### src/logic/pcm_port_pkg.sv
// Shared constants for the eight-port PCM time slot line card logic.
// Assumes a 25 MHz system clock and an 8-bit register port.
package pcm_port_pkg;

  // ---------------------------------------------------------------
  // Clocking
  // ---------------------------------------------------------------
  localparam int CLK_HZ     = 25_000_000;
  localparam int RATE_LO_HZ = 1_544_000;
  localparam int RATE_HI_HZ = 2_048_000;
  // Half periods of the codec clock, rounded down so the rate is never below target.
  localparam logic [4:0] HALF_LO = 5'(CLK_HZ / (2 * RATE_LO_HZ));
  localparam logic [4:0] HALF_HI = 5'(CLK_HZ / (2 * RATE_HI_HZ));

  // ---------------------------------------------------------------
  // Geometry
  // ---------------------------------------------------------------
  localparam int         NPORT     = 8;
  localparam logic [7:0] NPORT_W   = 8'h08;
  localparam logic [3:0] SAMPLE_BITS = 4'h8;
  localparam int         SYNC_W    = 74;

  // ---------------------------------------------------------------
  // Register offsets
  // ---------------------------------------------------------------
  localparam logic [4:0] CTRL_OFS     = 5'h00;
  localparam logic [4:0] BASE_OFS     = 5'h01;
  localparam logic [4:0] TXBUS_OFS    = 5'h02;
  localparam logic [4:0] RELAY_OFS    = 5'h03;
  localparam logic [4:0] HOOK_OFS     = 5'h04;
  localparam logic [4:0] HOOKEVT_OFS  = 5'h05;
  localparam logic [4:0] TONEEVT_OFS  = 5'h06;
  localparam logic [4:0] LAMP_OFS     = 5'h07;
  localparam logic [4:0] LISTEN_OFS   = 5'h08;
  localparam logic [4:0] BUSREQ_OFS   = 5'h10;
  localparam logic [4:0] BUSACT_OFS   = 5'h11;
  localparam logic [4:0] DIGIT_OFS    = 5'h18;

  // ---------------------------------------------------------------
  // Fields and reset values
  // ---------------------------------------------------------------
  localparam int         CTRL_RATE_BIT = 0;
  localparam int         CTRL_LAW_BIT  = 1;
  localparam logic [1:0] CTRL_RST      = 2'h2;
  localparam logic [7:0] BASE_RST      = 8'h00;

  // True when a slot lies in the eight-slot block starting at base.
  function automatic logic inWindow(input logic [7:0] slot, input logic [7:0] base);
    logic [7:0] d;
    d = slot - base;
    return d < NPORT_W;
  endfunction

endpackage

### src/logic/codec_port_serdes.sv
// Per-port codec serialiser: two received bytes in, one chosen serial
// stream out; serial samples in, one parallel byte out per frame.
// Assumes frameTick and bitTick are single-cycle strobes on clk.
`timescale 1ns/1ps
module codec_port_serdes (
  input  wire logic       clk,
  input  wire logic       rst_n,
  input  wire logic       frameTick,
  input  wire logic       bitTick,
  input  wire logic       busSel,
  input  wire logic [7:0] rxA,
  input  wire logic [7:0] rxB,
  input  wire logic       codecIn,
  output logic            codecOut,
  output logic      [7:0] txByte
);

  typedef struct packed {
    logic [7:0] shOut;
    logic [7:0] shIn;
    logic [7:0] txByte;
    logic [3:0] cnt;
    logic       out;
  } serdes_t;

  serdes_t r_r;
  serdes_t r_nxt;

  always_comb begin
    r_nxt = r_r;
    if (frameTick) begin
      r_nxt.shOut  = busSel ? rxB : rxA;
      r_nxt.txByte = r_r.shIn;
      r_nxt.cnt    = pcm_port_pkg::SAMPLE_BITS;
    end else if (bitTick && r_r.cnt != 4'h0) begin
      r_nxt.out   = r_r.shOut[7];
      r_nxt.shOut = {r_r.shOut[6:0], 1'b0};
      r_nxt.shIn  = {r_r.shIn[6:0], codecIn};
      r_nxt.cnt   = r_r.cnt - 4'h1;
    end
  end

  always_ff @(posedge clk or negedge rst_n) begin
    if (!rst_n) begin
      r_r <= '0;
    end else begin
      r_r <= r_nxt;
    end
  end

  assign codecOut = r_r.out;
  assign txByte   = r_r.txByte;

endmodule

### src/logic/pcm_timeslot_port.sv
// Digital side of an eight-port analogue line card: PCM time slot bus
// transmit and receive, codec serial links, hook and relay control,
// tone digit event collection and the controller register port.
// Assumes the slot strobe, frame marker, bus data and all line-side
// signals are asynchronous to clk and slow compared with it.
//
// How it works
// - card owns eight consecutive slot addresses.
// - drive bus only in own eight slots.
// - each port listens to any slot, either bus.
// - both PCM buses handled identically.
// - listen target named by slot and bus.
// - selected byte latched per bus per port.
// - bus select picks which register feeds codec.
// - codec serial converted to and from bytes.
// - codec clock 1.544 or 2.048 MHz, card-wide.
// - A-law or mu-law, one card-wide setting.
// - per-port hook status bit is readable.
// - reversal relay energised only by command.
// - relay forced off while port off hook.
// - sixteen tone digits recognised per port.
// - tone receivers run on separate oscillator.
// - controller polls eight ports for events.
// - changes reported only when controller polls.
// - register drives red, yellow, green lamps.
//
// Implementation choices: the placing of the registers and the plain strobed port.
`timescale 1ns/1ps
module pcm_timeslot_port (
  input  wire logic        clk,
  input  wire logic        rst_n,
  input  wire logic [4:0]  addr,
  input  wire logic [7:0]  wrData,
  input  wire logic        wrEn,
  input  wire logic        rdEn,
  output logic      [7:0]  rdData,
  input  wire logic        frameIn,
  input  wire logic        slotIn,
  input  wire logic [7:0]  busAIn,
  input  wire logic [7:0]  busBIn,
  output logic      [7:0]  busAOut,
  output logic             busAOe,
  output logic      [7:0]  busBOut,
  output logic             busBOe,
  input  wire logic [7:0]  hookIn,
  input  wire logic [7:0]  toneValid,
  input  wire logic [31:0] toneCode,
  input  wire logic [7:0]  codecIn,
  output logic             codecClk,
  output logic             codecSync,
  output logic      [7:0]  codecOut,
  output logic             lawSel,
  output logic             rateSel,
  output logic      [7:0]  relayDrive,
  output logic      [2:0]  lamps
);

  // ---------------------------------------------------------------
  // Limitations
  // ---------------------------------------------------------------
  // The codec clock is made from whole clk cycles per half period, so
  // both rates run slightly fast; codecs that need exact rates want a PLL.
  // The relay register keeps its command while a line is off hook, so
  // the relay comes back by itself once the line returns on hook.
  // Slot and frame pins pass the synchroniser, which costs about four
  // clocks of latency; a slot must last well beyond that.

  // ---------------------------------------------------------------
  // State
  // ---------------------------------------------------------------
  typedef struct packed {
    logic [1:0]      ctrl;
    logic [7:0]      baseSlot;
    logic            txBus;
    logic [7:0]      relay;
    logic [7:0]      relayOut;
    logic [2:0]      lamps;
    logic [7:0][7:0] listenSlot;
    logic [7:0][7:0] rxA;
    logic [7:0][7:0] rxB;
    logic [7:0]      busReq;
    logic [7:0]      busAct;
    logic [7:0]      hookSeen;
    logic [7:0]      toneSeen;
    logic [7:0]      hookEvt;
    logic [7:0]      toneEvt;
    logic [7:0][3:0] digit;
    logic [2:0]      scanIdx;
    logic [7:0]      slot;
    logic [7:0]      rdData;
    logic [7:0]      busAOut;
    logic [7:0]      busBOut;
    logic            busAOe;
    logic            busBOe;
    logic            slotSeen;
    logic            codecClk;
    logic            codecSync;
    logic [4:0]      divCnt;
  } state_t;

  state_t q_r;
  state_t q_nxt;

  // ---------------------------------------------------------------
  // Decoding helpers
  // ---------------------------------------------------------------
  // The listen and digit banks each hold eight consecutive indices, so
  // only the upper two address bits pick the bank.
  function automatic logic inBank(input logic [4:0] a, input logic [4:0] bankBase);
    return a[4:3] == bankBase[4:3];
  endfunction

  // Writes and reads both need the listen bank test.
  function automatic logic isListen(input logic [4:0] a);
    return inBank(a, pcm_port_pkg::LISTEN_OFS);
  endfunction

  // ---------------------------------------------------------------
  // Pin synchronisation
  // ---------------------------------------------------------------
  logic [pcm_port_pkg::SYNC_W-1:0] syn;
  logic                            fS;
  logic                            sS;
  logic [7:0]                      bA;
  logic [7:0]                      bB;
  logic [7:0]                      hookS;
  logic [7:0]                      toneS;
  logic [31:0]                     codeS;
  logic [7:0]                      cdIn;

  // Tone receivers run on their own oscillator, so their outputs are
  // treated like any other asynchronous pin.
  pin_sync #(
    .W (pcm_port_pkg::SYNC_W)
  ) uSync (
    .clk   (clk),
    .rst_n (rst_n),
    .d     ({frameIn, slotIn, busAIn, busBIn, hookIn, toneValid, toneCode, codecIn}),
    .q     (syn)
  );

  assign {fS, sS, bA, bB, hookS, toneS, codeS, cdIn} = syn;

  // ---------------------------------------------------------------
  // Timing strobes
  // ---------------------------------------------------------------
  logic slotEdge;
  logic frameTick;
  logic bitTick;

  assign slotEdge  = sS & ~q_r.slotSeen;
  // The frame marker is sampled at the slot strobe that opens slot zero.
  assign frameTick = slotEdge & fS;
  assign bitTick   = (q_r.divCnt == 5'h00) & ~q_r.codecClk;

  // ---------------------------------------------------------------
  // Per-port codec serialisers
  // ---------------------------------------------------------------
  logic [7:0][7:0] txByte;

  for (genvar p = 0; p < pcm_port_pkg::NPORT; p++) begin : gPort
    codec_port_serdes uSerdes (
      .clk       (clk),
      .rst_n     (rst_n),
      .frameTick (frameTick),
      .bitTick   (bitTick),
      .busSel    (q_r.busAct[p]),
      .rxA       (q_r.rxA[p]),
      .rxB       (q_r.rxB[p]),
      .codecIn   (cdIn[p]),
      .codecOut  (codecOut[p]),
      .txByte    (txByte[p])
    );
  end

  // ---------------------------------------------------------------
  // Next state
  // ---------------------------------------------------------------
  always_comb begin
    logic [7:0] nSlot;
    logic [7:0] ofs;
    logic       win;
    nSlot = q_r.slot;
    ofs   = 8'h00;
    win   = 1'b0;
    q_nxt = q_r;

    // ---------------------------------------------------------------
    // Slots
    // ---------------------------------------------------------------
    // Slot tracking, receive capture and transmit window.
    q_nxt.slotSeen = sS;
    if (slotEdge) begin
      nSlot      = fS ? 8'h00 : q_r.slot + 8'h01;
      q_nxt.slot = nSlot;
      for (int p = 0; p < pcm_port_pkg::NPORT; p++) begin
        if (nSlot == q_r.listenSlot[p]) begin
          q_nxt.rxA[p] = bA;
          q_nxt.rxB[p] = bB;
        end
      end
      win = pcm_port_pkg::inWindow(nSlot, q_r.baseSlot);
      ofs = nSlot - q_r.baseSlot;
      q_nxt.busAOe  = win & ~q_r.txBus;
      q_nxt.busBOe  = win & q_r.txBus;
      q_nxt.busAOut = (win & ~q_r.txBus) ? txByte[ofs[2:0]] : 8'h00;
      q_nxt.busBOut = (win & q_r.txBus) ? txByte[ofs[2:0]] : 8'h00;
    end

    // ---------------------------------------------------------------
    // Bus select
    // ---------------------------------------------------------------
    // A bus change mid-frame would splice two sources into one sample.
    if (frameTick) begin
      q_nxt.busAct = q_r.busReq;
    end

    // ---------------------------------------------------------------
    // Codec clock
    // ---------------------------------------------------------------
    // Codec clock divider; the rate applies to all ports at once.
    if (q_r.divCnt == 5'h00) begin
      q_nxt.codecClk = ~q_r.codecClk;
      q_nxt.divCnt   = (q_r.ctrl[pcm_port_pkg::CTRL_RATE_BIT] ? pcm_port_pkg::HALF_HI
                        : pcm_port_pkg::HALF_LO) - 5'h01;
    end else begin
      q_nxt.divCnt = q_r.divCnt - 5'h01;
    end
    // Sync covers the first bit period; a new frame wins over the end.
    if (bitTick) begin
      q_nxt.codecSync = 1'b0;
    end
    if (frameTick) begin
      q_nxt.codecSync = 1'b1;
    end

    // ---------------------------------------------------------------
    // Register writes
    // ---------------------------------------------------------------
    // Read-only and unmapped indices fall through and are ignored.
    if (wrEn) begin
      unique case (addr)
        pcm_port_pkg::CTRL_OFS:   q_nxt.ctrl     = wrData[1:0];
        pcm_port_pkg::BASE_OFS:   q_nxt.baseSlot = wrData;
        pcm_port_pkg::TXBUS_OFS:  q_nxt.txBus    = wrData[0];
        pcm_port_pkg::RELAY_OFS:  q_nxt.relay    = wrData;
        pcm_port_pkg::LAMP_OFS:   q_nxt.lamps    = wrData[2:0];
        pcm_port_pkg::BUSREQ_OFS: q_nxt.busReq   = wrData;
        default: begin
          if (isListen(addr)) begin
            q_nxt.listenSlot[addr[2:0]] = wrData;
          end
        end
      endcase
    end

    // ---------------------------------------------------------------
    // Register reads
    // ---------------------------------------------------------------
    // Read data stand for exactly one cycle.
    q_nxt.rdData = 8'h00;
    if (rdEn) begin
      unique case (addr)
        pcm_port_pkg::CTRL_OFS:    q_nxt.rdData = {6'h00, q_r.ctrl};
        pcm_port_pkg::BASE_OFS:    q_nxt.rdData = q_r.baseSlot;
        pcm_port_pkg::TXBUS_OFS:   q_nxt.rdData = {7'h00, q_r.txBus};
        pcm_port_pkg::RELAY_OFS:   q_nxt.rdData = q_r.relay;
        pcm_port_pkg::HOOK_OFS:    q_nxt.rdData = hookS;
        pcm_port_pkg::HOOKEVT_OFS: q_nxt.rdData = q_r.hookEvt;
        pcm_port_pkg::TONEEVT_OFS: q_nxt.rdData = q_r.toneEvt;
        pcm_port_pkg::LAMP_OFS:    q_nxt.rdData = {5'h00, q_r.lamps};
        pcm_port_pkg::BUSREQ_OFS:  q_nxt.rdData = q_r.busReq;
        pcm_port_pkg::BUSACT_OFS:  q_nxt.rdData = q_r.busAct;
        default: begin
          if (isListen(addr)) begin
            q_nxt.rdData = q_r.listenSlot[addr[2:0]];
          end else if (inBank(addr, pcm_port_pkg::DIGIT_OFS)) begin
            q_nxt.rdData = {4'h0, q_r.digit[addr[2:0]]};
          end
        end
      endcase
      // Reading an event register is the poll that reports and clears it.
      if (addr == pcm_port_pkg::HOOKEVT_OFS) begin
        q_nxt.hookEvt = 8'h00;
      end
      if (addr == pcm_port_pkg::TONEEVT_OFS) begin
        q_nxt.toneEvt = 8'h00;
      end
    end

    // ---------------------------------------------------------------
    // Event scanner
    // ---------------------------------------------------------------
    // Event scanner visits one port per cycle. Tones and gaps last
    // milliseconds, so an eight-cycle round cannot miss one. Sets come
    // after the clears so an event in the clearing cycle survives.
    q_nxt.scanIdx = q_r.scanIdx + 3'h1;
    if (hookS[q_r.scanIdx] != q_r.hookSeen[q_r.scanIdx]) begin
      q_nxt.hookSeen[q_r.scanIdx] = hookS[q_r.scanIdx];
      q_nxt.hookEvt[q_r.scanIdx]  = 1'b1;
    end
    if (toneS[q_r.scanIdx] != q_r.toneSeen[q_r.scanIdx]) begin
      q_nxt.toneSeen[q_r.scanIdx] = toneS[q_r.scanIdx];
      if (toneS[q_r.scanIdx]) begin
        q_nxt.toneEvt[q_r.scanIdx] = 1'b1;
        q_nxt.digit[q_r.scanIdx]   = codeS[4 * q_r.scanIdx +: 4];
      end
    end

    // ---------------------------------------------------------------
    // Relay
    // ---------------------------------------------------------------
    // The relay only follows a command and drops out while off hook.
    q_nxt.relayOut = q_r.relay & ~hookS;
  end

  // ---------------------------------------------------------------
  // Registers
  // ---------------------------------------------------------------
  always_ff @(posedge clk or negedge rst_n) begin
    if (!rst_n) begin
      q_r          <= '0;
      q_r.ctrl     <= pcm_port_pkg::CTRL_RST;
      q_r.baseSlot <= pcm_port_pkg::BASE_RST;
    end else begin
      q_r <= q_nxt;
    end
  end

  // ---------------------------------------------------------------
  // Outputs
  // ---------------------------------------------------------------
  assign rdData     = q_r.rdData;
  assign busAOut    = q_r.busAOut;
  assign busAOe     = q_r.busAOe;
  assign busBOut    = q_r.busBOut;
  assign busBOe     = q_r.busBOe;
  assign codecClk   = q_r.codecClk;
  assign codecSync  = q_r.codecSync;
  assign lawSel     = q_r.ctrl[pcm_port_pkg::CTRL_LAW_BIT];
  assign rateSel    = q_r.ctrl[pcm_port_pkg::CTRL_RATE_BIT];
  assign relayDrive = q_r.relayOut;
  assign lamps      = q_r.lamps;

endmodule

### src/logic/pin_sync.sv
// Three-stage synchroniser for a bundle of pin inputs.
// Assumes inputs change slowly relative to clk; an output only moves
// once the second and third stages agree.
`timescale 1ns/1ps
module pin_sync #(
  parameter int W = 1
) (
  input  wire logic         clk,
  input  wire logic         rst_n,
  input  wire logic [W-1:0] d,
  output logic      [W-1:0] q
);

  typedef struct packed {
    logic [W-1:0] s1;
    logic [W-1:0] s2;
    logic [W-1:0] s3;
    logic [W-1:0] o;
  } sync_t;

  sync_t r_r;
  sync_t r_nxt;

  always_comb begin
    r_nxt    = r_r;
    r_nxt.s1 = d;
    r_nxt.s2 = r_r.s1;
    r_nxt.s3 = r_r.s2;
    for (int i = 0; i < W; i++) begin
      if (r_r.s2[i] == r_r.s3[i]) begin
        r_nxt.o[i] = r_r.s3[i];
      end
    end
  end

  always_ff @(posedge clk or negedge rst_n) begin
    if (!rst_n) begin
      r_r <= '0;
    end else begin
      r_r <= r_nxt;
    end
  end

  assign q = r_r.o;

endmodule

### config.mk
export PLATFORM = sky130hd
export DESIGN_NAME = pcm_timeslot_port
export DESIGN_NICKNAME = d
export VERILOG_FILES = /design/src/logic/pcm_port_pkg.sv /design/src/logic/codec_port_serdes.sv /design/src/logic/pcm_timeslot_port.sv /design/src/logic/pin_sync.sv
export SDC_FILE = /design/constraint.sdc
export NUM_CORES = 1
export LEC_CHECK = 0
export BUFFER_PORTS_ARGS = -buffer_cell sky130_fd_sc_hd__buf_4
export CAP_MARGIN = 15
export CORE_UTILIZATION = 55
export CTS_CLUSTER_SIZE = 30
export DETAILED_ROUTE_END_ITERATION = 16
export PLACE_DENSITY = 0.77
export SLEW_MARGIN = 15
export SYNTH_ARGS = -nofsm -noshare
export SYNTH_HDL_FRONTEND = slang
export SYNTH_SLANG_ARGS = --single-unit
### constraint.sdc
create_clock -name clk -period 2.9 [get_ports clk]
set_input_delay 0.58 -clock clk [delete_from_list [all_inputs] [get_ports clk]]
set_output_delay 0.58 -clock clk [all_outputs]
set_load 0.02 [all_outputs]
==> Word-level counts from Yosys, hierarchy flattened <==
Cells that the tools add are included.
{ "totals": {"ff_bits": 875, "in_bits": 91, "out_inout_bits": 49, "elab_cells": 436} }
{ "op_classes": {"add_sub_neg": 13, "magnitude_cmp": 6, "eq_ne": 95, "shift": 1, "n_mux": 81, "bitwise_logic": 14, "reduce_logical": 54} }
{ "op_table": {"columns": ["op", "n"], "rows": [
  ["8-bit two-way mux", 27],
  ["16-bit two-way mux", 9],
  ["40-bit two-way mux", 2],
  ["8-bit one-hot mux with 10 select lines", 1],
  ["1-bit == test", 74],
  ["64-bit bitwise mux", 1],
  ["8-bit == test", 8],
  ["8-bit binary-select mux with 3-bit select", 2],
  ["4-bit two-way mux", 12],
  ["2-bit AND reduction", 23],
  ["5-bit two-way mux", 9],
  ["32-bit bitwise mux", 1],
  ["4-bit nonzero test", 8],
  ["32-bit by 6-bit indexed part select with 4-bit output", 1],
  ["4-bit by 1-bit subtractor with 4-bit output, second input constant", 8],
  ["8-bit demux with 3-bit select", 1],
  ["5-bit by 3-bit == test with 1-bit output, second input constant", 4],
  ["2-bit nonzero test", 9],
  ["8-bit bitwise mux", 2],
  ["8-bit bitwise OR", 2],
  ["1-bit binary-select mux with 3-bit select", 4],
  ["4-bit binary-select mux with 3-bit select", 1],
  ["4-bit demux with 3-bit select", 1],
  ["3-bit by 4-bit < comparator with 1-bit output, second input constant", 3],
  ["23 further kinds", 51]
]} }

==> Logic depth before layout (Yosys ltp) <==
Gate-level depths: netlist (run 1).
{ "depth": {"depth_word": 7, "ltp_mapped": 15, "ltp_nobuf": 12} }

==> Cells and area by module <==
From an unflattened synthesis (run 1), not the netlist that was laid out.
{ "unflattened": {"cells_unflattened": 2718, "hier_area_um2": 36901.6} }
{ "modules_own_cells": {"columns": ["mod", "instances", "cells_each", "area_per_inst_um2", "seq_area_each_um2"], "rows": [
  ["pcm_timeslot_port", 1, 1370, 16935.0, 8684.6],
  ["codec_port_serdes", 8, 113, 1396.3, 725.7],
  ["pin_sync", 1, 444, 8795.9, 7407.1]
]} }

==> Least setup slack after synthesis (run 1) <==
OpenSTA, ideal clock, no wires.
{ "synth_path": {"path_type": "register -> register", "startpoint": "register uSync.r_r, in the netlist uSync.q[73]", "endpoint": "register q_r, in the netlist busAOut[4]", "setup_ns": 0.096, "arrival_ns": 3.029, "required_time_ns": 2.804, "setup_slack_ns": -0.226, "path_stages_with_launch": 14, "n_path_buf": 3, "period_less_slack_ns": 3.126, "path_cell_list": "dfrtp_1 -> buf_2 -> nor2_1 -> inv_1 -> ha_1 -> inv_1 -> fa_1 -> xor2_1 -> buf_1 -> clkbuf_1 -> nand2_1 -> nand3_1 -> nand4_1 -> o31ai_1"} }
{ "synth_via": {"elab_chain_len": 5, "word_cells_on_any_way": 7, "classes_between": "1 x add/sub; 1 x order compare; 4 x mux; 1 x bitwise"} }
{ "synth_lines": {"columns": ["element", "line", "text"], "rows": [
  ["start: declaration", "pin_sync.sv:21", "sync_t r_r;"],
  ["start signal: assignment", "pin_sync.sv:40", "r_r <= r_nxt;"],
  ["8-bit two-way mux *", "pcm_timeslot_port.sv:194", "nSlot = fS ? 8'h00 : q_r.slot + 8'h01;"],
  ["8-bit subtractor *", "pcm_timeslot_port.sv:203", "ofs = nSlot - q_r.baseSlot;"],
  ["8-bit by 4-bit < comparator with 1-bit output or 8-bit binary-select mux with 3-bit select (tied branches)", "pcm_port_pkg.sv:51, pcm_timeslot_port.sv:206", null],
  ["1-bit bitwise AND or 8-bit two-way mux (tied branches)", "pcm_timeslot_port.sv:206", "q_nxt.busAOut = (win & ~q_r.txBus) ? txByte[ofs[2:0]] : 8'h00;"],
  ["8-bit two-way mux *", "pcm_timeslot_port.sv:206", null],
  ["end signal: assignment", "pcm_timeslot_port.sv:326", "q_r <= q_nxt;"],
  ["end: declaration", "pcm_timeslot_port.sv:101", "state_t q_r;"]
]} }
Mark *: on every way between the ends. The rest lies on a longest branch, timed or not. The select of a mux whose other input is x is not followed.
A chain may end at the register's enable or synchronous reset.

==> Final worst setup path (run 1) <==
{ "layout_path": {"startpoint": "register q_r[35] (netlist bit)", "endpoint": "register q_r, in the netlist busAOut[7]"} }
{ "layout_via": {"elab_chain_len": 6, "word_cells_on_any_way": 8, "classes_between": "2 x add/sub; 1 x order compare; 4 x mux; 1 x bitwise"} }
{ "layout_lines": {"columns": ["element", "line"], "rows": [
  ["8-bit by 1-bit adder with 8-bit output *", "pcm_timeslot_port.sv:194"],
  ["8-bit two-way mux *", "pcm_timeslot_port.sv:194"],
  ["8-bit subtractor *", "pcm_timeslot_port.sv:203"],
  ["8-bit by 4-bit < comparator with 1-bit output or 8-bit binary-select mux with 3-bit select (tied branches)", "pcm_port_pkg.sv:51, pcm_timeslot_port.sv:206"],
  ["1-bit bitwise AND or 8-bit two-way mux (tied branches)", "pcm_timeslot_port.sv:206"],
  ["8-bit two-way mux *", "pcm_timeslot_port.sv:206"]
]} }
Marked as above.

==> impl_metrics.tcl, run 1 <==
set metrics [dict create \
    slew_viol_final 0 \
    fp.coreArea_sq_um 63300 \
    finalSetupViolCount 3 \
    cp-start-kind "flip-flop" \
    dp_slack_ns -0.113 \
    seqPwrFrac 0.486 \
    ir_drop_mv 0.556 \
    fillers 4518 \
    register_area_sq_um 21900 \
    tritoncts "built" \
    slew_headroom 0.496 \
    hold_violations 0 \
    grt_max_degree 130 \
    design.portCount 140 \
    hold_ws_ns 0.0235 \
    critPathCaptureType "flip-flop" \
    design.die.area_sq_um 65400 \
    min_period_over_period 1.01 \
    internal_power_mw 25.2 \
    critPathRequiredTime_ns 3.44 \
    dr.pass1.iters 6 \
    cap_violations 0 \
    leakagePower_nw 18.5 \
    drive_gt1_frac 0.250 \
    synth_edf_count 0 \
    netlist_instances 2735 \
    initial_core_util 0.559 \
    route.detailed.drc 0 \
    synth_top_area_frac 0.618 \
    switching_power_mw 10.1 \
    yosys-top-cells-area "dfrtp_1 62%, mux2_2 8.3%, nand2_1 4.0%" \
    path_max_fanout 8 \
    clockPowerShare 0.330 \
    die_w_um 256 \
    clockBufferDepth 3 \
    num_rows 92 \
    fmax_mhz 342 \
    synthArstFlopShare 1.00 \
    portBuffers 139 \
    antenna_found_initial 4 \
    nets 3055 \
    syn2layout_area_growth_pct 16.9 \
    violations "setup timing" \
    h-tree-depth 3 \
    synth_flop_cell "dfrtp_1" \
    p_comb_frac 0.184 \
    die_y_um 256 \
    grt_pass1_vias 22900 \
    track_usage 0.245 \
    yosys.area.top_type "dfrtp_1" \
    ys_seq_area_frac 0.618 \
    cts-root-buf "clkbuf_16" \
    via_per_inst 5.72 \
    ant_nets 0 \
    gp_congestion 0.890 \
    arrival_ns 3.46 \
    synth_fp_nets 2855 \
    cts_buffers 88 \
    setup_ws_ns -0.0249 \
    postRouteWirelength_um 79200 \
    clock_latency_ns 0.67 \
    dp_hpwl_um 53100 \
    critPathKind "flip-flop to flip-flop" \
    synthDistinctLibCells 78 \
    synth-seq-cells 875 \
    drtIter0Drc 1605 \
    vias 22000 \
    hold_class "primary input to flip-flop" \
    outcome "finished with violations" \
    syn_avg_cell_area_sq_um 12.9 \
    post-route-util 0.654 \
    clkTransAtPathRegs_ns 0.06 \
    overflow 0 \
    yosysWarnings 0 \
    grt_pass1_wl_um 126000 \
    netlist_area_sq_um 35400 \
    layout_min_cycle_time_ns 2.92 \
    clock_sinks 875 \
    fin_skew_ns 0.0327 \
    p_sw_frac 0.286 \
    wl_per_cell_um 20.5 \
    tightest_slew_ns 0.756 \
    powerDensity_nw_per_um2 851 \
    multi_input_area_sq_um 12700 \
]
cell families (layout without fill, tap and decap cells):
| kind of cell | Yosys count | after routing | synth area share |
|---|---|---|---|
| buffers and inverters | 217 | 485 | 0.0297 |
| AND/OR/NAND/NOR | 666 | 668 | 0.0853 |
| adder cells (fa/ha/maj) | 103 | 103 | 0.0314 |
| multiplexers | 426 | 426 | 0.143 |
| XOR/XNOR | 77 | 77 | 0.0194 |
| other | 0 | 1 | 0 |
| flip-flops | 875 | 875 | 0.618 |
| AO/OA/AOI/OAI | 371 | 371 | 0.0723 |
registers in the layout, indices dropped and copies added, names as in the netlist:
register / count
busAOut: 8
busBOe: 1
gPort.uSerdes.txByte: 64
gPort.uSerdes.codecOut: 8
relayDrive: 8
lamps: 3
busBOut: 8
rateSel: 1
rdData: 8
uSync.q: 74
codecClk: 1
codecSync: 1
busAOe: 1
q_r: 306
gPort.uSerdes.r_r: 160
lawSel: 1
uSync.r_nxt: 148
uSync.r_r: 74
layout by cell type, fill, tap and decap left out, drive strengths merged, types with 35 or more instances in the layout:
master / count
a21oi: 122
xnor2: 52
dfrtp: 874
mux2i: 90
nor2b: 75
nor2: 89
dlygate4sd3: 41
mux2: 310
maj3: 74
clkbuf: 137
inv: 35
o21ai: 49
a211oi: 64
nand2: 379
buf: 248
stage by stage:
stage / area (sq um) / total power, mW / instances / TNS [ns]
3_3_place_gp: 37600 / 22.9 / 3642 / 0
5_1_grt: 41400 / 36.9 / 3851 / -0.385
4_1_cts: 41100 / 35.2 / 3843 / 0
2_1_floorplan: 35400 / 21.1 / 2735 / 0
3_5_place_dp: 37600 / 23.4 / 3642 / -0.205
6_report: 41400 / 35.2 / 3852 / -0.0409
final timing paths:
check                      cells after the start                    endpoint              from  slack, ns
max in group asynchronous                      3  gPort[2].uSerdes.txByte[2]             rst_n       1.41
min                                            1            uSync.r_nxt[220]            slotIn       0.02
max                                           12                  busAOut[7]           q_r[35]      -0.02
min reg2reg                                    0            uSync.r_nxt[110]  uSync.r_nxt[184]       0.34
max reg2reg                                   12                  busAOut[7]           q_r[35]      -0.02
min in group asynchronous                      2                      q_r[7]             rst_n       0.41
synthesized netlist by cell type, types with 4 or more instances:
cell	n
dfrtp_1	874
nand2_1	379
mux2_2	260
a21oi_1	119
clkbuf_1	99
nor2_1	89
mux2i_1	88
nor2b_1	75
maj3_1	74
a211oi_1	60
xnor2_1	52
o21ai_0	47
buf_4	46
inv_1	32
mux2_1	30
ha_1	28
nand3_1	27
mux4_2	26
xor2_1	24
buf_2	21
mux2_4	20
nor3_1	20
and3_1	19
o31ai_1	19
a22o_1	18
a221oi_1	17
o22ai_1	14
a222oi_1	12
and2_1	11
buf_1	11
nand4_1	9
nand2b_1	8
a22oi_1	7
a32oi_1	7
nand4_2	6
o21a_1	6
buf_6	5
a211oi_2	4
o2111a_1	4
or4_1	4
power groups by stage:
stage / clock (mW) / combinational [mW] / sequential (mW)
final: 11.6 / 6.48 / 17.1
after global routing: 12.4 / 7.12 / 17.4
after CTS: 11.8 / 6.26 / 17.1
after detailed placement: 0 / 6.14 / 17.2
after global placement: 0 / 5.81 / 17.1
after floorplan: 0 / 4.81 / 16.3
critical path, cell delays in order, from the launching register on:
cell,delay (ns)
dfrtp_1,0.41
ha_4,0.19
nand2_2,0.07
or4_4,0.42
and2_4,0.18
clkinv_2,0.06
ha_4,0.22
a21oi_1,0.17
o21ai_0,0.12
a31oi_1,0.17
xnor3_2,0.29
nand3_4,0.21
o31ai_1,0.27
cell type report:
| cell class | count | share of cell area |
|---|---|---|
| clock inverter | 24 | 0.0108 |
| inverter | 35 | 0.00329 |
| antenna | 1 | 0.0000605 |
| timing repair buffer | 290 | 0.0617 |
| tap | 846 | 0.0256 |
| sequential | 875 | 0.529 |
| clock buffer | 136 | 0.0622 |
| multi-input combinational | 1645 | 0.307 |
routing by layer:
metal  share of wire  track usage  vias up
met2            0.50        0.409      573
met4           0.032       0.0828        4
met3           0.047       0.0414      150
met1            0.42        0.326    11300
met5         0.00030            0        -
li1                -            -     9973
timing repair:
action / 4_1_cts / 5_1_grt
endpoints found under the setup margin: 16 / 18
setup buffers: 0 / 5
gates cloned: 0 / 3
resized for setup: 1 / 40
pin swaps: 0 / 18
hold buffers: 41 / 0
hold endpoints to repair: 64 / 0
Note: power is estimated with default switching activity, not from simulation.
==> run 2: changes to the inputs <==
--- a/config.mk
+++ b/config.mk
@@ -7,10 +7,10 @@
 export LEC_CHECK = 0
 export BUFFER_PORTS_ARGS = -buffer_cell sky130_fd_sc_hd__buf_4
 export CAP_MARGIN = 15
-export CORE_UTILIZATION = 55
+export CORE_UTILIZATION = 56
 export CTS_CLUSTER_SIZE = 30
 export DETAILED_ROUTE_END_ITERATION = 16
-export PLACE_DENSITY = 0.77
+export PLACE_DENSITY = 0.78
 export SLEW_MARGIN = 15
 export SYNTH_ARGS = -nofsm -noshare
 export SYNTH_HDL_FRONTEND = slang
==> constraint.sdc (replaced) <==
create_clock -name clk -period 2.6 [get_ports clk]
set_input_delay 0.52 -clock clk [delete_from_list [all_inputs] [get_ports clk]]
set_output_delay 0.52 -clock clk [all_outputs]
set_load 0.02 [all_outputs]
==> run 2 against run 1 <==
The flow still finishes with violations (setup timing). Sequential share of layout area shrank 2.1 points. Flip-flop and latch count stayed put. Hold slack better by 0.20 ns. Register-to-register slack got worse by 0.11 ns. First-iteration DRC count shrank 5.3%. Critical path depth decreased by 1. Cell area rose by 4.1%. Critical endpoint is now busAOut[1].
==> impl_metrics.tcl, run 2 (synthesis results as in run 1) <==
set metrics [dict create \
    outcome "finished with violations" \
    violations "setup timing" \
    tightest_slew_ns 0.764 \
    cp_slowest_cell "or4_4" \
    grt_pass1_wl_um 134000 \
    h-tree-depth 3 \
    crit_buf_inv 5 \
    cts-root-buf "clkbuf_16" \
    path_max_fanout 6 \
    min_path_cells 2 \
    design.die.area_sq_um 64200 \
    finalSetupViolCount 107 \
    rsz0062_at_grt "yes" \
    hold_violations 0 \
    powerDensity_nw_per_um2 947 \
    grt_pass1_vias 24200 \
    arrival_ns 3.26 \
    hold_class "primary input to flip-flop" \
    crit_chain "buf_4, nand2_2, buf_6, or4_4, a21oi_4, buf_6, buf_4, buf_4, xnor3_2, nand3_4, o31ai_2" \
    drive_gt1_frac 0.291 \
    cpPeakStageDelay_ns 0.52 \
    tns_ns -4.18 \
    clock_sinks 875 \
    top_register "q_r" \
    register_area_sq_um 21900 \
    min_period_over_period 1.05 \
    dp.cells 3691 \
    cp-start-kind "flip-flop" \
    p_total_mw 40.8 \
    r2r_cells 11 \
    clkTransAtPathRegs_ns 0.06 \
    wl_per_cell_um 21.5 \
    design.portCount 140 \
    fin_skew_ns 0.0513 \
    track_usage 0.272 \
    dr.pass1.iters 5 \
    ant_nets 0 \
    via_per_inst 5.78 \
    initial_core_util 0.571 \
    fmax_mhz 365 \
    num_rows 91 \
    overflow 0 \
    clockBufferDepth 3 \
    ir_drop_mv 0.774 \
    tritoncts "built" \
    gp_congestion 0.937 \
    critPathRequiredTime_ns 3.12 \
    die_y_um 253 \
    vias 22800 \
    postRouteWirelength_um 85100 \
    critPathKind "flip-flop to flip-flop" \
    crit_path_frequent_cell "buf_4" \
    antenna_found_initial 2 \
    die_w_um 253 \
    portBuffers 139 \
    drtIter0Drc 1520 \
    leakagePower_nw 19.4 \
    final_cells 3952 \
    dp_hpwl_um 56000 \
    final_common_cell "dfrtp_1" \
    grt_max_degree 127 \
    route.detailed.drc 0 \
    fp.coreArea_sq_um 62100 \
    final_cell_mix "867 x dfrtp_1, 374 x nand2_1, 276 x buf_4" \
    layout_min_cycle_time_ns 2.74 \
    setup_ws_ns -0.139 \
    cap_violations 0 \
    critical-path-top-delay-family "simple AND/OR/NAND/NOR gates" \
    multi_input_area_sq_um 13200 \
    largest_register_ffs 306 \
    cts_buffers 88 \
    clock_latency_ns 0.67 \
    nets 3160 \
    critPathCaptureType "flip-flop" \
    syn2layout_area_growth_pct 21.7 \
    fillers 4098 \
    cp.depth 11 \
    slew_headroom 0.491 \
    slew_viol_final 0 \
]
## run 2: final cells by class
class / instances / share of cell area
Multi-Input combinational cell: 1646 / 0.305
Clock buffer: 117 / 0.0583
Clock inverter: 46 / 0.0161
Inverter: 35 / 0.00319
Tap cell: 837 / 0.0243
Antenna cell: 2 / 0.000116
Sequential cell: 875 / 0.508
Timing Repair Buffer: 394 / 0.0842
## run 2: path summary, 6_finish.rpt
kind | start | end | slack (ns)
max | q_r[35] | busAOut[1] | -0.14
min | wrData[7] | q_r[268] | 0.23
max reg2reg | q_r[35] | busAOut[1] | -0.14
min reg2reg | uSync.r_nxt[169] | uSync.r_nxt[95] | 0.35
max in group asynchronous | rst_n | uSync.q[28] | 1.18
min in group asynchronous | rst_n | q_r[7] | 0.41
## run 2: power by group
group	leakage [nW]	switching (mW)	internal, mW
Clock	1.57	5.52	8.17
Combinational	7.07	3.67	4.21
Sequential	10.7	2.54	16.7
## run 2: per-layer routing
metal	global-route usage	share of wire	vias up	wire [um]
met5	0	0.00014	-	12
met4	0.107	0.038	2	3260
met3	0.0490	0.055	202	4720
met2	0.457	0.49	705	42000
met1	0.350	0.41	11700	35000
li1	-	-	10200	-
## run 2: repair_timing
item,CTS,global route
cloned,6,2
resized for setup,67,54
pin swaps,18,16
hold buffers,75,0
endpoints found under the hold margin,107,0
setup buffers,12,1
setup endpoints to repair,155,171
## run 2: per-stage QoR
step                utilization  hold slack, ns  setup WS (ns)  area (sq um)
finish                    0.694           0.227         -0.139         43100
global route              0.694           0.214         -0.246         43100
CTS                       0.690           0.201         -0.124         42800
detailed placement        0.618           0.335         -0.168         38300
global placement          0.618           0.331         -0.105         38300
floorplan                     -           0.224        -0.0885         35600
==> run 3: changes to the inputs <==
--- a/config.mk
+++ b/config.mk
@@ -5,8 +5,9 @@
 export SDC_FILE = /design/constraint.sdc
 export NUM_CORES = 1
 export LEC_CHECK = 0
-export BUFFER_PORTS_ARGS = -buffer_cell sky130_fd_sc_hd__buf_4
+export BUFFER_PORTS_ARGS = -buffer_cell sky130_fd_sc_hd__buf_2
 export CAP_MARGIN = 15
+export CORE_MARGIN = 1.5
 export CORE_UTILIZATION = 56
 export CTS_CLUSTER_SIZE = 30
 export DETAILED_ROUTE_END_ITERATION = 16
==> run 3 against run 2 <==
The flow still finishes with violations (setup timing). Global-route usage rose by 0.19 points. Non-clock buffer count rose by 11. Highest routed layer is now met4. First-iteration DRC count rose by 9.5%. Sequential share of layout area rose by 0.41 points.
==> impl_metrics.tcl, run 3 (synthesis results as in run 1) <==
set metrics [dict create \
    clkTransAtPathRegs_ns 0.06 \
    r2r-start "q_r[34]" \
    clockBufferDepth 3 \
    portBuffers 139 \
    hold-path-endpoint "rdData[6]" \
    min-delay-start "rdEn" \
    setup_ws_ns -0.246 \
    final_cell_mix "869 x dfrtp_1, 371 x nand2_1, 260 x mux2_2" \
    grt_util_met3 0.0440 \
    cp_slowest_cell "fa_2" \
    tightest_slew_ns 0.760 \
    ant_nets 0 \
    clock_sinks 875 \
    layout_min_cycle_time_ns 2.85 \
    critPathKind "flip-flop to flip-flop" \
    die_y_um 254 \
    largest_register_ffs 306 \
    cts_buffers 87 \
    rsz0062_at_grt "yes" \
    gp_congestion 0.872 \
    gr-max-usage-layer "met2" \
    ir_drop_mv 0.717 \
    crit_start "q_r[34]" \
    final_cells 3961 \
    overflow 0 \
    outcome "finished with violations" \
    design.portCount 140 \
    postRouteWirelength_um 86300 \
    num_rows 91 \
    wl_per_cell_um 21.8 \
    top_register "q_r" \
    violations "setup timing" \
    dr.pass1.iters 7 \
    hold_class "primary input to flip-flop" \
    post-route-util 0.689 \
    cts-root-buf "clkbuf_16" \
    tritoncts "built" \
    vias 22800 \
    r2r_cells 13 \
    syn2layout_area_growth_pct 20.7 \
    grt_pass1_vias 24200 \
    hold_violations 0 \
    fmax_mhz 351 \
    crit_chain "buf_4, nor2_4, inv_2, ha_2, inv_1, fa_2, xnor2_2, buf_4, buf_6, nand2_1, a32oi_1, nand4_1, o31ai_2" \
    slew_viol_final 0 \
    min_path_cells 2 \
    die_w_um 254 \
    h-tree-depth 3 \
    r2r_end "busAOut[4]" \
    via_per_inst 5.75 \
    critPathCaptureType "flip-flop" \
    met2_usage 0.466 \
    route.detailed.drc 0 \
    critical-path-top-delay-family "adder cells" \
    critPathRequiredTime_ns 3.11 \
    min_period_over_period 1.09 \
    fp.coreArea_sq_um 62100 \
    design.die.area_sq_um 64700 \
    dpl_cell_area_sq_um 38100 \
    finalSetupViolCount 41 \
    register_area_sq_um 21900 \
    gr-usage-met1 0.358 \
    clock_latency_ns 0.66 \
    arrival_ns 3.35 \
    final_common_cell "dfrtp_1" \
    antenna_found_initial 4 \
    powerDensity_nw_per_um2 940 \
    fin_skew_ns 0.0462 \
    multi_input_area_sq_um 13100 \
    drive_gt1_frac 0.292 \
    cpPeakStageDelay_ns 0.44 \
    nets 3169 \
    p_total_mw 40.2 \
    crit_path_frequent_cell "buf_4" \
    grt_pass1_wl_um 136000 \
    cap_violations 0 \
    path_max_fanout 5 \
    dp.cells 3696 \
    fin_area_sq_um 42700 \
    grt_max_degree 135 \
    drtIter0Drc 1664 \
    dp_hpwl_um 56100 \
    crit_buf_inv 5 \
    leakagePower_nw 19.2 \
    cp-start-kind "flip-flop" \
    track_usage 0.274 \
    ff2ff_setup_slack_ns -0.25 \
    fillers 4152 \
    initial_core_util 0.571 \
    slew_headroom 0.494 \
]
-- run 3: cell types whose count changed in the layout (fill, tap and decap cells not counted), moves of 7 or more --
cell,delta
buf_6,+11
clkinv_2,-7
o31ai_2,-8
buf_2,+137
buf_4,-142
mux2_4,-18
clkinvlp_4,+7
mux2_2,+13
-- run 3: worst max-delay path by stage --
stage          cells after the start  slack (ns)    endpoint
2_1_floorplan                     14       -0.09  busBOut[6]
3_3_place_gp                      10       -0.06    q_r[238]
3_5_place_dp                      12       -0.16  busAOut[7]
4_1_cts                           12       -0.11  busBOut[2]
5_1_grt                           13       -0.34  busAOut[4]
6_report                          13       -0.25  busAOut[4]
-- run 3: through the flow --
step | hold slack, ns | TNS, ns | worst slack [ns]
6_report | 0.213 | -2.81 | -0.246
5_1_grt | 0.180 | -8.28 | -0.342
4_1_cts | 0.169 | -1.89 | -0.113
3_5_place_dp | 0.335 | -4.97 | -0.156
3_3_place_gp | 0.332 | -1.28 | -0.0589
2_1_floorplan | 0.224 | -0.828 | -0.0885
-- run 3: area by class of cell --
| class | instances | share of cell area |
|---|---|---|
| timing repair buffer | 405 | 0.0812 |
| clock buffer | 122 | 0.0590 |
| tap | 837 | 0.0245 |
| sequential | 875 | 0.512 |
| antenna | 3 | 0.000176 |
| multi-input combinational | 1645 | 0.307 |
| inverter | 35 | 0.00331 |
| clock inverter | 39 | 0.0122 |
-- run 3: worst reg2reg max path, cell delays in order (launching register included) --
cell,delay [ns]
dfrtp_2,0.40
buf_4,0.15
nor2_4,0.04
inv_2,0.07
ha_2,0.18
inv_1,0.06
fa_2,0.44
xnor2_2,0.24
buf_4,0.17
buf_6,0.12
nand2_1,0.06
a32oi_1,0.26
nand4_1,0.25
o31ai_2,0.29
-- run 3: routing by layer --
layer  vias up  routed length [um]
li1      10200                   -
met3       178                4290
met5         -                   0
met4         0                3100
met1     11800               35400
met2       613               43600
-- run 3: repair_timing --
item | CTS | global route
gates resized for setup | 55 | 66
cloned | 5 | 2
endpoints found under the hold margin | 114 | 0
buffers inserted | 13 | 8
setup endpoints to repair | 102 | 217
pin swaps | 19 | 29
hold buffers | 75 | 0
-- run 3: power by group --
| group | total [mW] | switching (mW) | internal [mW] |
|---|---|---|---|
| sequential | 19.2 | 2.50 | 16.7 |
| clock | 13.0 | 5.40 | 7.64 |
| combinational | 7.94 | 3.74 | 4.20 |
| total | 40.2 | 11.6 | 28.5 |
